[src/pkg/core_ctrl_pkg.sv]
package core_ctrl_pkg;
  // ----------------------------------------
  // special function register offsets
  // ----------------------------------------
  localparam logic [7:0] OFS_STACK_POINTER_LOW = 8'h81;
  localparam logic [7:0] OFS_FLASH_WAIT_CYCLES = 8'h92;
  localparam logic [7:0] OFS_STACK_TOP_BYTE = 8'h9B;
  localparam logic [7:0] OFS_ADDRESS_MODE_CONTROL = 8'h9D;
  localparam logic [7:0] OFS_STATUS_FLAGS_WORD = 8'hD0;
  localparam logic [7:0] OFS_RI_PAGE_REGISTER = 8'hDA;
  localparam logic [7:0] OFS_WORK_REGISTER_A = 8'hE0;
  localparam logic [7:0] OFS_AUX_OPERAND_REGISTER = 8'hF0;
  localparam logic [7:0] OFS_SUPPLY_DETECT_CTRL = 8'hDF;
  // ----------------------------------------
  // reset values
  // ----------------------------------------
  localparam logic [7:0] RST_BYTE_ZERO = 8'h00;
  localparam logic [7:0] RST_FLASH_WAIT_CYCLES = 8'h07;
  localparam logic [19:0] RST_PROGRAM_COUNTER = 20'h0F000;
  // ----------------------------------------
  // field positions
  // ----------------------------------------
  localparam int AMC_SELECT_LSB = 0;
  localparam int AMC_SELECT_MSB = 1;
  localparam int AMC_STACK_EXT_BIT = 2;
  localparam int AMC_RI_SOURCE_BIT = 3;
  localparam int SDC_ENABLE_BIT = 7;
  localparam int SDC_THRESH_LSB = 0;
  localparam int SDC_THRESH_MSB = 3;
  localparam int WAIT_FIELD_MSB = 3;
  // ----------------------------------------
  // timing
  // ----------------------------------------
  localparam int CLK_PERIOD_PS = 4000;
  localparam int PIN_FILTER_NS = 5000;
  localparam int PIN_FILTER_CYCLES = (PIN_FILTER_NS * 1000 + CLK_PERIOD_PS - 1) / CLK_PERIOD_PS;
  localparam int RESET_SYNC_STAGES = 2;
  // ----------------------------------------
  // types
  // ----------------------------------------
  typedef enum logic [1:0] {
    FETCH_IDLE,
    FETCH_WAIT,
    FETCH_DONE
  } fetch_state_e;

  typedef struct packed {
    logic wr;
    logic rd;
    logic [7:0] addr;
    logic [7:0] wdata;
  } sfr_req_s;

  typedef struct packed {
    logic push;
    logic pop;
    logic [7:0] push_data;
    logic bit_wr;
    logic [7:0] bit_addr;
    logic bit_val;
  } core_op_s;
endpackage : core_ctrl_pkg

[src/rtl/core_ctrl.sv]
// Overview of operation
// - every reset source returns all registers to their defaults
// - supply reset held while core supply is below ninety percent
// - supply reset asserted when interference drops core supply below seventy percent
// - low-supply reset off after reset; software enables it; threshold adjustable
// - low-supply reset drives the external reset pin low
// - external reset pin lows under five microseconds are filtered out
// - every reset enables watchdog reset with maximum timeout
// - program counter starts at 0x0F000 after reset
// - internal oscillator selected as system clock after reset
// - internal oscillator runs except in stop mode
// - push writes at stack pointer plus one; pop reads at stack pointer
// - twenty-bit mode stack address is top byte with stack pointer
// - select 00 gives sixteen-bit program, 1x twenty-bit; data stays sixteen-bit
// - stack indicator reads 0 for internal stack, 1 for extended stack
// - register-indirect page from port 2 or page register by source bit
// - wait field n inserts n plus one cycles on program fetches only
// - wait register resets to 0x07 and changes only on software write
// - work register and auxiliary register are bit addressable
// - status word: carry, half carry, general, bank bits, overflow, user, parity
`timescale 1ns/1ps
`default_nettype none
module core_ctrl
  import core_ctrl_pkg::*;
#(
  parameter int FILTER_CYCLES = PIN_FILTER_CYCLES
) (
  input wire logic ref_clk,
  input wire logic external_reset_pin_n,
  input wire logic core_supply_ok_90,
  input wire logic core_supply_ok_70,
  input wire logic supply_below_threshold,
  input wire logic external_reset_pin_n_in,
  input wire logic watchdog_timeout,
  input wire logic low_power_stop,
  input wire sfr_req_s sfr_req,
  input wire core_op_s core_op,
  input wire logic [7:0] port2_value,
  input wire logic fetch_req,
  output logic external_reset_pin_n_out,
  output logic external_reset_pin_n_oe,
  output logic core_rst_n,
  output logic [7:0] sfr_rdata,
  output logic [19:0] program_counter,
  output logic internal_oscillator_sel,
  output logic internal_oscillator_en,
  output logic watchdog_reset_en,
  output logic watchdog_timeout_max,
  output logic [15:0] stack_addr,
  output logic stack_wr,
  output logic [7:0] stack_wdata,
  output logic stack_rd,
  output logic [7:0] ri_high_byte,
  output logic twenty_bit_program_mode,
  output logic [3:0] supply_level_threshold,
  output logic fetch_done
);
  // ----------------------------------------
  // reset collection
  // ----------------------------------------
  logic [RESET_SYNC_STAGES-1:0] rst_sync_ff;
  logic pin_low_filtered;
  logic low_supply_reset;
  logic raw_rst_n;
  logic [31:0] pin_cnt_ff;
  logic pin_rst_ff;

  always_ff @(posedge ref_clk or negedge external_reset_pin_n) begin
    if (!external_reset_pin_n) begin
      pin_cnt_ff <= '0;
      pin_rst_ff <= 1'b0;
    end else if (external_reset_pin_n_in) begin
      pin_cnt_ff <= '0;
      pin_rst_ff <= 1'b0;
    end else if (pin_cnt_ff >= 32'(FILTER_CYCLES - 1)) begin
      pin_rst_ff <= 1'b1;
    end else begin
      pin_cnt_ff <= pin_cnt_ff + 32'd1;
    end
  end
  assign pin_low_filtered = pin_rst_ff;

  typedef struct packed {
    logic [7:0] sp;
    logic [7:0] wait_cfg;
    logic [7:0] top;
    logic [7:0] amc;
    logic [7:0] status_flags_word;
    logic [7:0] page;
    logic [7:0] acc;
    logic [7:0] aux;
    logic [7:0] sdc;
    logic [7:0] rdata;
    logic [15:0] saddr;
    logic swr;
    logic [7:0] swdata;
    logic srd;
    logic [7:0] rihb;
    logic [3:0] wcnt;
    fetch_state_e fst;
    logic fdone;
    logic pin_drive;
  } state_s;

  state_s cur_ff;
  state_s nxt_cur;

  // held while the supply stays low, since the reset it causes clears the enable
  logic lsr_hold_ff;
  always_ff @(posedge ref_clk or negedge external_reset_pin_n) begin
    if (!external_reset_pin_n) begin
      lsr_hold_ff <= 1'b0;
    end else begin
      lsr_hold_ff <= supply_below_threshold & (cur_ff.sdc[SDC_ENABLE_BIT] | lsr_hold_ff);
    end
  end
  assign low_supply_reset = lsr_hold_ff;
  assign raw_rst_n = external_reset_pin_n & core_supply_ok_90 & core_supply_ok_70 & ~pin_low_filtered &
                     ~watchdog_timeout & ~low_supply_reset;

  always_ff @(posedge ref_clk or negedge raw_rst_n) begin
    if (!raw_rst_n) begin
      rst_sync_ff <= '0;
    end else begin
      rst_sync_ff <= {rst_sync_ff[RESET_SYNC_STAGES-2:0], 1'b1};
    end
  end

  logic srst_n;
  assign srst_n = rst_sync_ff[RESET_SYNC_STAGES-1];

  // ----------------------------------------
  // register file and core state
  // ----------------------------------------
  logic [7:0] bit_base;
  always_comb begin
    nxt_cur = cur_ff;
    nxt_cur.swr = 1'b0;
    nxt_cur.srd = 1'b0;
    nxt_cur.fdone = 1'b0;
    nxt_cur.pin_drive = low_supply_reset;
    bit_base = {core_op.bit_addr[7:3], 3'b000};
    if (sfr_req.wr) begin
      unique case (sfr_req.addr)
        OFS_STACK_POINTER_LOW: nxt_cur.sp = sfr_req.wdata;
        OFS_FLASH_WAIT_CYCLES: nxt_cur.wait_cfg = {4'h0, sfr_req.wdata[WAIT_FIELD_MSB:0]};
        OFS_STACK_TOP_BYTE: nxt_cur.top = sfr_req.wdata;
        OFS_ADDRESS_MODE_CONTROL: begin
          nxt_cur.amc[AMC_SELECT_MSB:AMC_SELECT_LSB] = sfr_req.wdata[AMC_SELECT_MSB:AMC_SELECT_LSB];
          nxt_cur.amc[AMC_RI_SOURCE_BIT] = sfr_req.wdata[AMC_RI_SOURCE_BIT];
        end
        OFS_STATUS_FLAGS_WORD: nxt_cur.status_flags_word = sfr_req.wdata;
        OFS_RI_PAGE_REGISTER: nxt_cur.page = sfr_req.wdata;
        OFS_WORK_REGISTER_A: nxt_cur.acc = sfr_req.wdata;
        OFS_AUX_OPERAND_REGISTER: nxt_cur.aux = sfr_req.wdata;
        OFS_SUPPLY_DETECT_CTRL: nxt_cur.sdc = {sfr_req.wdata[SDC_ENABLE_BIT], 3'b000,
                                               sfr_req.wdata[SDC_THRESH_MSB:SDC_THRESH_LSB]};
        default: ;
      endcase
    end
    if (core_op.bit_wr) begin
      if (bit_base == OFS_WORK_REGISTER_A) begin
        nxt_cur.acc[core_op.bit_addr[2:0]] = core_op.bit_val;
      end else if (bit_base == OFS_AUX_OPERAND_REGISTER) begin
        nxt_cur.aux[core_op.bit_addr[2:0]] = core_op.bit_val;
      end else if (bit_base == OFS_STATUS_FLAGS_WORD) begin
        nxt_cur.status_flags_word[core_op.bit_addr[2:0]] = core_op.bit_val;
      end
    end
    // stack mode indicator follows the program mode
    nxt_cur.amc[AMC_STACK_EXT_BIT] = nxt_cur.amc[AMC_SELECT_MSB];
    if (core_op.push) begin
      nxt_cur.sp = cur_ff.sp + 8'h01;
      nxt_cur.saddr = cur_ff.amc[AMC_SELECT_MSB] ? {cur_ff.top, cur_ff.sp + 8'h01} :
                      {8'h00, cur_ff.sp + 8'h01};
      nxt_cur.swr = 1'b1;
      nxt_cur.swdata = core_op.push_data;
    end else if (core_op.pop) begin
      nxt_cur.sp = cur_ff.sp - 8'h01;
      nxt_cur.saddr = cur_ff.amc[AMC_SELECT_MSB] ? {cur_ff.top, cur_ff.sp} : {8'h00, cur_ff.sp};
      nxt_cur.srd = 1'b1;
    end
    nxt_cur.rihb = cur_ff.amc[AMC_RI_SOURCE_BIT] ? cur_ff.page : port2_value;
    unique case (sfr_req.addr)
      OFS_STACK_POINTER_LOW: nxt_cur.rdata = cur_ff.sp;
      OFS_FLASH_WAIT_CYCLES: nxt_cur.rdata = cur_ff.wait_cfg;
      OFS_STACK_TOP_BYTE: nxt_cur.rdata = cur_ff.top;
      OFS_ADDRESS_MODE_CONTROL: nxt_cur.rdata = cur_ff.amc;
      OFS_STATUS_FLAGS_WORD: nxt_cur.rdata = cur_ff.status_flags_word;
      OFS_RI_PAGE_REGISTER: nxt_cur.rdata = cur_ff.page;
      OFS_WORK_REGISTER_A: nxt_cur.rdata = cur_ff.acc;
      OFS_AUX_OPERAND_REGISTER: nxt_cur.rdata = cur_ff.aux;
      OFS_SUPPLY_DETECT_CTRL: nxt_cur.rdata = cur_ff.sdc;
      default: nxt_cur.rdata = 8'h00;
    endcase
    // program fetch wait states
    unique case (cur_ff.fst)
      FETCH_IDLE: begin
        if (fetch_req) begin
          nxt_cur.wcnt = cur_ff.wait_cfg[WAIT_FIELD_MSB:0];
          nxt_cur.fst = (cur_ff.wait_cfg[WAIT_FIELD_MSB:0] == 4'h0) ? FETCH_DONE : FETCH_WAIT;
        end
      end
      FETCH_WAIT: begin
        nxt_cur.wcnt = cur_ff.wcnt - 4'h1;
        if (cur_ff.wcnt == 4'h1) begin
          nxt_cur.fst = FETCH_DONE;
        end
      end
      FETCH_DONE: begin
        nxt_cur.fdone = 1'b1;
        nxt_cur.fst = FETCH_IDLE;
      end
      default: nxt_cur.fst = FETCH_IDLE;
    endcase
  end

  always_ff @(posedge ref_clk or negedge srst_n) begin
    if (!srst_n) begin
      cur_ff <= '{sp: RST_BYTE_ZERO, wait_cfg: RST_FLASH_WAIT_CYCLES, top: RST_BYTE_ZERO,
                  amc: RST_BYTE_ZERO, status_flags_word: RST_BYTE_ZERO, page: RST_BYTE_ZERO, acc: RST_BYTE_ZERO,
                  aux: RST_BYTE_ZERO, sdc: RST_BYTE_ZERO, rdata: RST_BYTE_ZERO, saddr: 16'h0000,
                  swr: 1'b0, swdata: RST_BYTE_ZERO, srd: 1'b0, rihb: RST_BYTE_ZERO, wcnt: 4'h0,
                  fst: FETCH_IDLE, fdone: 1'b0, pin_drive: 1'b0};
    end else begin
      cur_ff <= nxt_cur;
    end
  end

  // ----------------------------------------
  // reset-time outputs
  // ----------------------------------------
  logic [19:0] pc_ff;
  logic osc_sel_ff;
  logic osc_en_ff;
  logic wd_en_ff;
  logic wd_max_ff;
  always_ff @(posedge ref_clk or negedge srst_n) begin
    if (!srst_n) begin
      pc_ff <= RST_PROGRAM_COUNTER;
      osc_sel_ff <= 1'b1;
      osc_en_ff <= 1'b1;
      wd_en_ff <= 1'b1;
      wd_max_ff <= 1'b1;
    end else begin
      pc_ff <= pc_ff;
      osc_sel_ff <= osc_sel_ff;
      osc_en_ff <= ~low_power_stop;
      wd_en_ff <= wd_en_ff;
      wd_max_ff <= wd_max_ff;
    end
  end

  // pin driver and reset status are reset only by the external reset pin so they act during reset
  logic pin_oe_ff;
  logic core_rst_ff;
  always_ff @(posedge ref_clk or negedge external_reset_pin_n) begin
    if (!external_reset_pin_n) begin
      pin_oe_ff <= 1'b0;
      core_rst_ff <= 1'b0;
    end else begin
      pin_oe_ff <= low_supply_reset;
      core_rst_ff <= srst_n;
    end
  end

  assign external_reset_pin_n_out = 1'b0;
  assign external_reset_pin_n_oe = pin_oe_ff;
  assign core_rst_n = core_rst_ff;
  assign sfr_rdata = cur_ff.rdata;
  assign program_counter = pc_ff;
  assign internal_oscillator_sel = osc_sel_ff;
  assign internal_oscillator_en = osc_en_ff;
  assign watchdog_reset_en = wd_en_ff;
  assign watchdog_timeout_max = wd_max_ff;
  assign stack_addr = cur_ff.saddr;
  assign stack_wr = cur_ff.swr;
  assign stack_wdata = cur_ff.swdata;
  assign stack_rd = cur_ff.srd;
  assign ri_high_byte = cur_ff.rihb;
  assign twenty_bit_program_mode = cur_ff.amc[AMC_SELECT_MSB];
  assign supply_level_threshold = cur_ff.sdc[SDC_THRESH_MSB:SDC_THRESH_LSB];
  assign fetch_done = cur_ff.fdone;

  // ----------------------------------------
  // checks
  // ----------------------------------------
  chk_wait_reset_val: assert property (@(posedge ref_clk)
    $rose(srst_n) |-> cur_ff.wait_cfg == RST_FLASH_WAIT_CYCLES)
    else $error("wait register not 0x07 after reset");
  chk_wait_hold: assert property (@(posedge ref_clk) disable iff (!srst_n)
    !(sfr_req.wr && sfr_req.addr == OFS_FLASH_WAIT_CYCLES) |=> $stable(cur_ff.wait_cfg))
    else $error("wait register changed without write");
  chk_wait_write: assert property (@(posedge ref_clk) disable iff (!srst_n)
    (sfr_req.wr && sfr_req.addr == OFS_FLASH_WAIT_CYCLES) |=>
      cur_ff.wait_cfg == {4'h0, $past(sfr_req.wdata[3:0])})
    else $error("wait register write not applied");
  chk_fetch_zero: assert property (@(posedge ref_clk) disable iff (!srst_n)
    (cur_ff.fst == FETCH_IDLE && fetch_req && cur_ff.wait_cfg[3:0] == 4'h0) |-> ##2 fetch_done)
    else $error("fetch with zero field not done in two cycles");
  chk_fetch_seven: assert property (@(posedge ref_clk) disable iff (!srst_n)
    (cur_ff.fst == FETCH_IDLE && fetch_req && cur_ff.wait_cfg[3:0] == 4'h7) |->
      ##1 !fetch_done [*8] ##1 fetch_done)
    else $error("fetch with field seven wrong length");
  chk_push_addr: assert property (@(posedge ref_clk) disable iff (!srst_n)
    (core_op.push && !cur_ff.amc[1]) |=> stack_wr && stack_addr == {8'h00, $past(cur_ff.sp) + 8'h01})
    else $error("push address not pointer plus one");
  chk_push_ext: assert property (@(posedge ref_clk) disable iff (!srst_n)
    (core_op.push && cur_ff.amc[1]) |=> stack_wr && stack_addr == {$past(cur_ff.top), $past(cur_ff.sp) + 8'h01})
    else $error("extended push address wrong");
  chk_pop_addr: assert property (@(posedge ref_clk) disable iff (!srst_n)
    (core_op.pop && !core_op.push && cur_ff.amc[1]) |=>
      stack_rd && stack_addr == {$past(cur_ff.top), $past(cur_ff.sp)})
    else $error("extended pop address wrong");
  chk_pop_low: assert property (@(posedge ref_clk) disable iff (!srst_n)
    (core_op.pop && !core_op.push && !cur_ff.amc[1]) |=> stack_rd && stack_addr == {8'h00, $past(cur_ff.sp)})
    else $error("pop address not pointer");
  chk_page_src: assert property (@(posedge ref_clk) disable iff (!srst_n)
    cur_ff.amc[3] |=> ri_high_byte == $past(cur_ff.page))
    else $error("page byte not from page register");
  chk_port2_src: assert property (@(posedge ref_clk) disable iff (!srst_n)
    !cur_ff.amc[3] |=> ri_high_byte == $past(port2_value))
    else $error("page byte not from port 2");
  chk_stack_flag: assert property (@(posedge ref_clk) disable iff (!srst_n)
    cur_ff.amc[2] == cur_ff.amc[1])
    else $error("stack indicator mismatches mode");
  chk_pc_start: assert property (@(posedge ref_clk)
    $rose(srst_n) |-> program_counter == RST_PROGRAM_COUNTER)
    else $error("start address wrong");
  chk_reset_defaults: assert property (@(posedge ref_clk)
    $rose(srst_n) |-> watchdog_reset_en && watchdog_timeout_max && internal_oscillator_sel)
    else $error("watchdog or clock choice wrong after reset");
  chk_osc_stop: assert property (@(posedge ref_clk) disable iff (!srst_n)
    low_power_stop |=> !internal_oscillator_en)
    else $error("oscillator still enabled in stop");
  chk_pin_drive: assert property (@(posedge ref_clk) disable iff (!external_reset_pin_n)
    low_supply_reset |=> external_reset_pin_n_oe)
    else $error("reset pin not driven on low supply");
  chk_pin_filter: assert property (@(posedge ref_clk) disable iff (!external_reset_pin_n)
    $rose(pin_rst_ff) |-> pin_cnt_ff == 32'(FILTER_CYCLES - 1))
    else $error("pin reset taken before filter time");
  chk_core_reset: assert property (@(posedge ref_clk) disable iff (!external_reset_pin_n)
    !srst_n |=> !core_rst_n)
    else $error("core reset status not following internal reset");
endmodule : core_ctrl
`default_nettype wire

[config.mk]
export PLATFORM = sky130hd
export DESIGN_NAME = core_ctrl
export DESIGN_NICKNAME = d
export VERILOG_FILES = /design/src/pkg/core_ctrl_pkg.sv /design/src/rtl/core_ctrl.sv
export SDC_FILE = /design/constraint.sdc
export NUM_CORES = 1
export LEC_CHECK = 0
export BUFFER_PORTS_ARGS = -buffer_cell sky130_fd_sc_hd__buf_2
export CAP_MARGIN = 30
export CORE_MARGIN = 10
export CORE_UTILIZATION = 40
export CTS_BUF_LIST = sky130_fd_sc_hd__clkbuf_4
export CTS_CLUSTER_DIAMETER = 200
export DETAILED_ROUTE_END_ITERATION = 8
export PLACE_DENSITY = 0.65
export SKIP_LAST_GASP = 1
export SLEW_MARGIN = 20
export SYNTH_ARGS = -nofsm -noshare
export SYNTH_HDL_FRONTEND = slang
export SYNTH_SLANG_ARGS = --single-unit
[constraint.sdc]
create_clock -name ref_clk -period 4.6 [get_ports ref_clk]
set_clock_uncertainty 0.15 [all_clocks]
set_input_delay 0.92 -clock ref_clk [delete_from_list [all_inputs] [get_ports ref_clk]]
set_output_delay 0.92 -clock ref_clk [all_outputs]
set_load 0.01 [all_outputs]
==> summary.txt <==
Power
  – Switch Pwr: 921 uW
  – Sequential share of power: 0.540
  – Peak VDD IR: 0.139 mV
  – Internal: 2060 uW
  – Logic gate share of total power: 0.180
  – Sw frac: 0.309
  – Total power: 2980 uW
  – Pwr per Cell Area: 364 nW/um2
  – Pleak: 0.00392 uW
  – Clk pwr share: 0.280

Logic synthesis
  – Netlist cell types: 58
  – Mapped Avg Cell Area: ~10 um2
  – YS warnings: 0
  – FFs w/ async S/R, synth: 1.00
  – Mapped cell area: around 7600 um2
  – Synth top area share: 0.473
  – Synth cell count leaders: 144 x dfrtp_1, 68 x buf_4, 58 x mux2_2
  – Synth area leaders: dfrtp_1 47%, mux2_2 8.6%, buf_4 6.7%, mux2i_1 3.7%, nand2_1 2.6%
  – Mapped Cells: ~730
  – Post-synth top flop: dfrtp_1
  – Synth area leader: dfrtp_1
  – Sequential area share after synthesis: 0.487
  – Post-synth EDFFs: 0
  – Seq cells post-synth: 148
  – Most common cell in the netlist: dfrtp_1

Final layout
  – Final nets: around 840
  – Fin util: 0.438
  – Layout cell share with drive strength beyond 1: 0.271
  – Filler cells: 1809
  – Area Overhead vs Synth: 7.73%
  – Design Area, Final: 8200 um2

Worst setup path
  – CP Max Fanout: 6
  – Crit path required time: 4.89 ns
  – CP arrival: around 3.0 ns
  – WS Path Type: primary input to flip-flop
  – Critical path capture point type: flip-flop
  – Startpoint Class: primary input

Clock tree
  – H-tree Lvls: 4
  – Root Buffer: clkbuf_4
  – # resized after CTS: 0
  – TritonCTS Buffers: 17
  – Clk buf depth: 2
  – Worst-path clk slew: 0.13 ns
  – CTS Hold Bufs: 0
  – CTS sink cnt: 148
  – Post-CTS Setup Repair Bufs: 0
  – CTS tree: built
  – Clk Latency, worst-skew pair: around 0.56 ns

Route
  – Vias per cell: around 5.4
  – Pre-antenna DRT Iters: 5
  – Routed Antenna Nets: 0
  – 1st-iter DRT viols: 472
  – Vias: 5512
  – Total detailed-routing wirelength: 19100 um
  – Drt drc: 0
  – WL/cell: about 19 um

GRT
  – Vias in the first global route: 5405
  – Largest net degree at the start of global routing: 54
  – Global-route wire length before repair: 30000 um
  – Initial antenna violation count: 1
  – Gr ovfl total: 0
  – Tot GR Track Use: 0.154

Job
  – Max Cap Viol: 0

STA
  – RSZ-0062 raised after global routing: false
  – Relative slew slack: 0.453
  – Final Slew Violations: 0
  – Tmin final: 2.75 ns
  – Total Neg Setup Slack: 0 ns
  – F_max: 363 MHz
  – Tcrit/Tclk final: 0.599
  – Final worst slack: ~1.8 ns
  – Final hold violation count: 0
  – Worst Tran Pin Value: 0.820 ns
  – Number of setup violations in the final report: 0

Place
  – Place WS: 1.29 ns
  – Placer Congestion: 0.922
  – Buffers on Ports: 104
  – HPWL Detailed: 13700 um
  – Area after DPL: 7910 um2

Hold path
  – HP Class: flip-flop to async pin

Floorplan
  – Die width: 158 um
  – I/O Pins: 130
  – Core ar.: roughly 19000 um2
  – Die area: 24900 um2
  – # rows: 50
  – Starting Density: 0.407
  – Die Y-Extent: approximately 160 um

Outcome
  – Status: finished clean
## critical path, stage by stage
cell     delay [ns]
buf_2          0.12
or3_4          0.41
or3_1          0.49
nor3b_2        0.47
mux2_1         0.36
mux2_2         0.26
## cell usage in the layout, fill, tap and decap left out, types with 3 or more instances in the layout
cell	n
xor2_1	4
dfstp_2	4
a22o_1	4
nor3_1	17
buf_2	104
o21ai_0	20
o221ai_1	4
ha_1	7
nor2_1	39
clkbuf_4	20
nand3_1	24
nand3b_1	6
a31o_2	5
dfrtp_1	143
xnor2_1	6
nand4_1	12
o22ai_1	8
a21oi_1	29
a22oi_1	21
mux2_2	58
nor2b_1	30
conb_1	25
inv_1	26
bufinv_16	3
a221oi_1	7
and2_1	6
nand4b_1	3
buf_4	6
mux2i_1	28
a211oi_1	4
nor4_1	11
clkinv_2	3
nand2_1	52
nand2b_1	4
or4_1	3
o22a_1	7
and3_1	9
## state kept, by name, summed over array words and instances, names as in the netlist, 2 cells and up
name and flops:
ri_high_byte 8, sfr_rdata 8, stack_wdata 8, pin_cnt_ff 32, cur_ff 61, supply_level_threshold 4
stack_addr 16, rst_sync_ff 2
## power by group through the flow
stage	combinational, uW	sequential, uW	clock (uW)
after floorplan	488	1550	0
after global placement	531	1630	0
after detailed placement	537	1630	0
after CTS	539	1600	873
after global routing	606	1640	926
final	537	1610	836
## cells by family after synthesis
group	Yosys count	share of synthesized area
mux	88	0.126
buf+inv	131	0.0996
compound gates	122	0.109
other cells	2	0.000987
xor+xnor	10	0.0115
flops	148	0.487
fa+ha+maj	7	0.0115
simple gates	226	0.154
## layout make-up
| cell class | instances | area [um2] | area share |
|---|---|---|---|
| multi-input combinational | 478 | 3230 | 0.394 |
| tap | 234 | 293 | 0.0357 |
| clock buffer | 20 | 150 | 0.0183 |
| inverter | 26 | 97.6 | 0.0119 |
| timing repair buffer | 111 | 577 | 0.0703 |
| clock inverter | 11 | 136 | 0.0166 |
| sequential | 148 | 3710 | 0.453 |
| antenna | 1 | 2.50 | 0.000305 |
## per-stage QoR
step | hold slack [ns] | instances
6_report | 0.145 | 1029
5_1_grt | 0.156 | 1029
4_1_cts | 0.159 | 1028
3_5_place_dp | 0.158 | 997
3_3_place_gp | 0.130 | 996
2_1_floorplan | 0.0934 | 757
## final timing paths
path | from | to | slack [ns] | depth (start not counted)
worst min register to register | low_supply_reset | rst_sync_ff[0] | 0.15 | 1
max in group asynchronous | rst_sync_ff[1] | internal_oscillator_en | 3.12 | 1
worst min-delay path | low_supply_reset | rst_sync_ff[0] | 0.15 | 1
min in group ref_clk | rst_sync_ff[0] | rst_sync_ff[1] | 0.24 | 0
worst max register to register | pin_cnt_ff[0] | pin_cnt_ff[9] | 2.42 | 7
worst max-delay path | sfr_req[9] | cur_ff[68] | 1.85 | 6
## per-layer routing
layer  wire (um)  global-route usage  share of wire  up-vias
met3        1290              0.0412          0.068       28
met1        8800               0.211           0.46     2696
li1            -                   -              -     2611
met5           0                   0              0        -
met2        8630               0.231           0.45      177
met4         333              0.0516          0.017        0
Note: power is estimated with default switching activity, not from simulation.
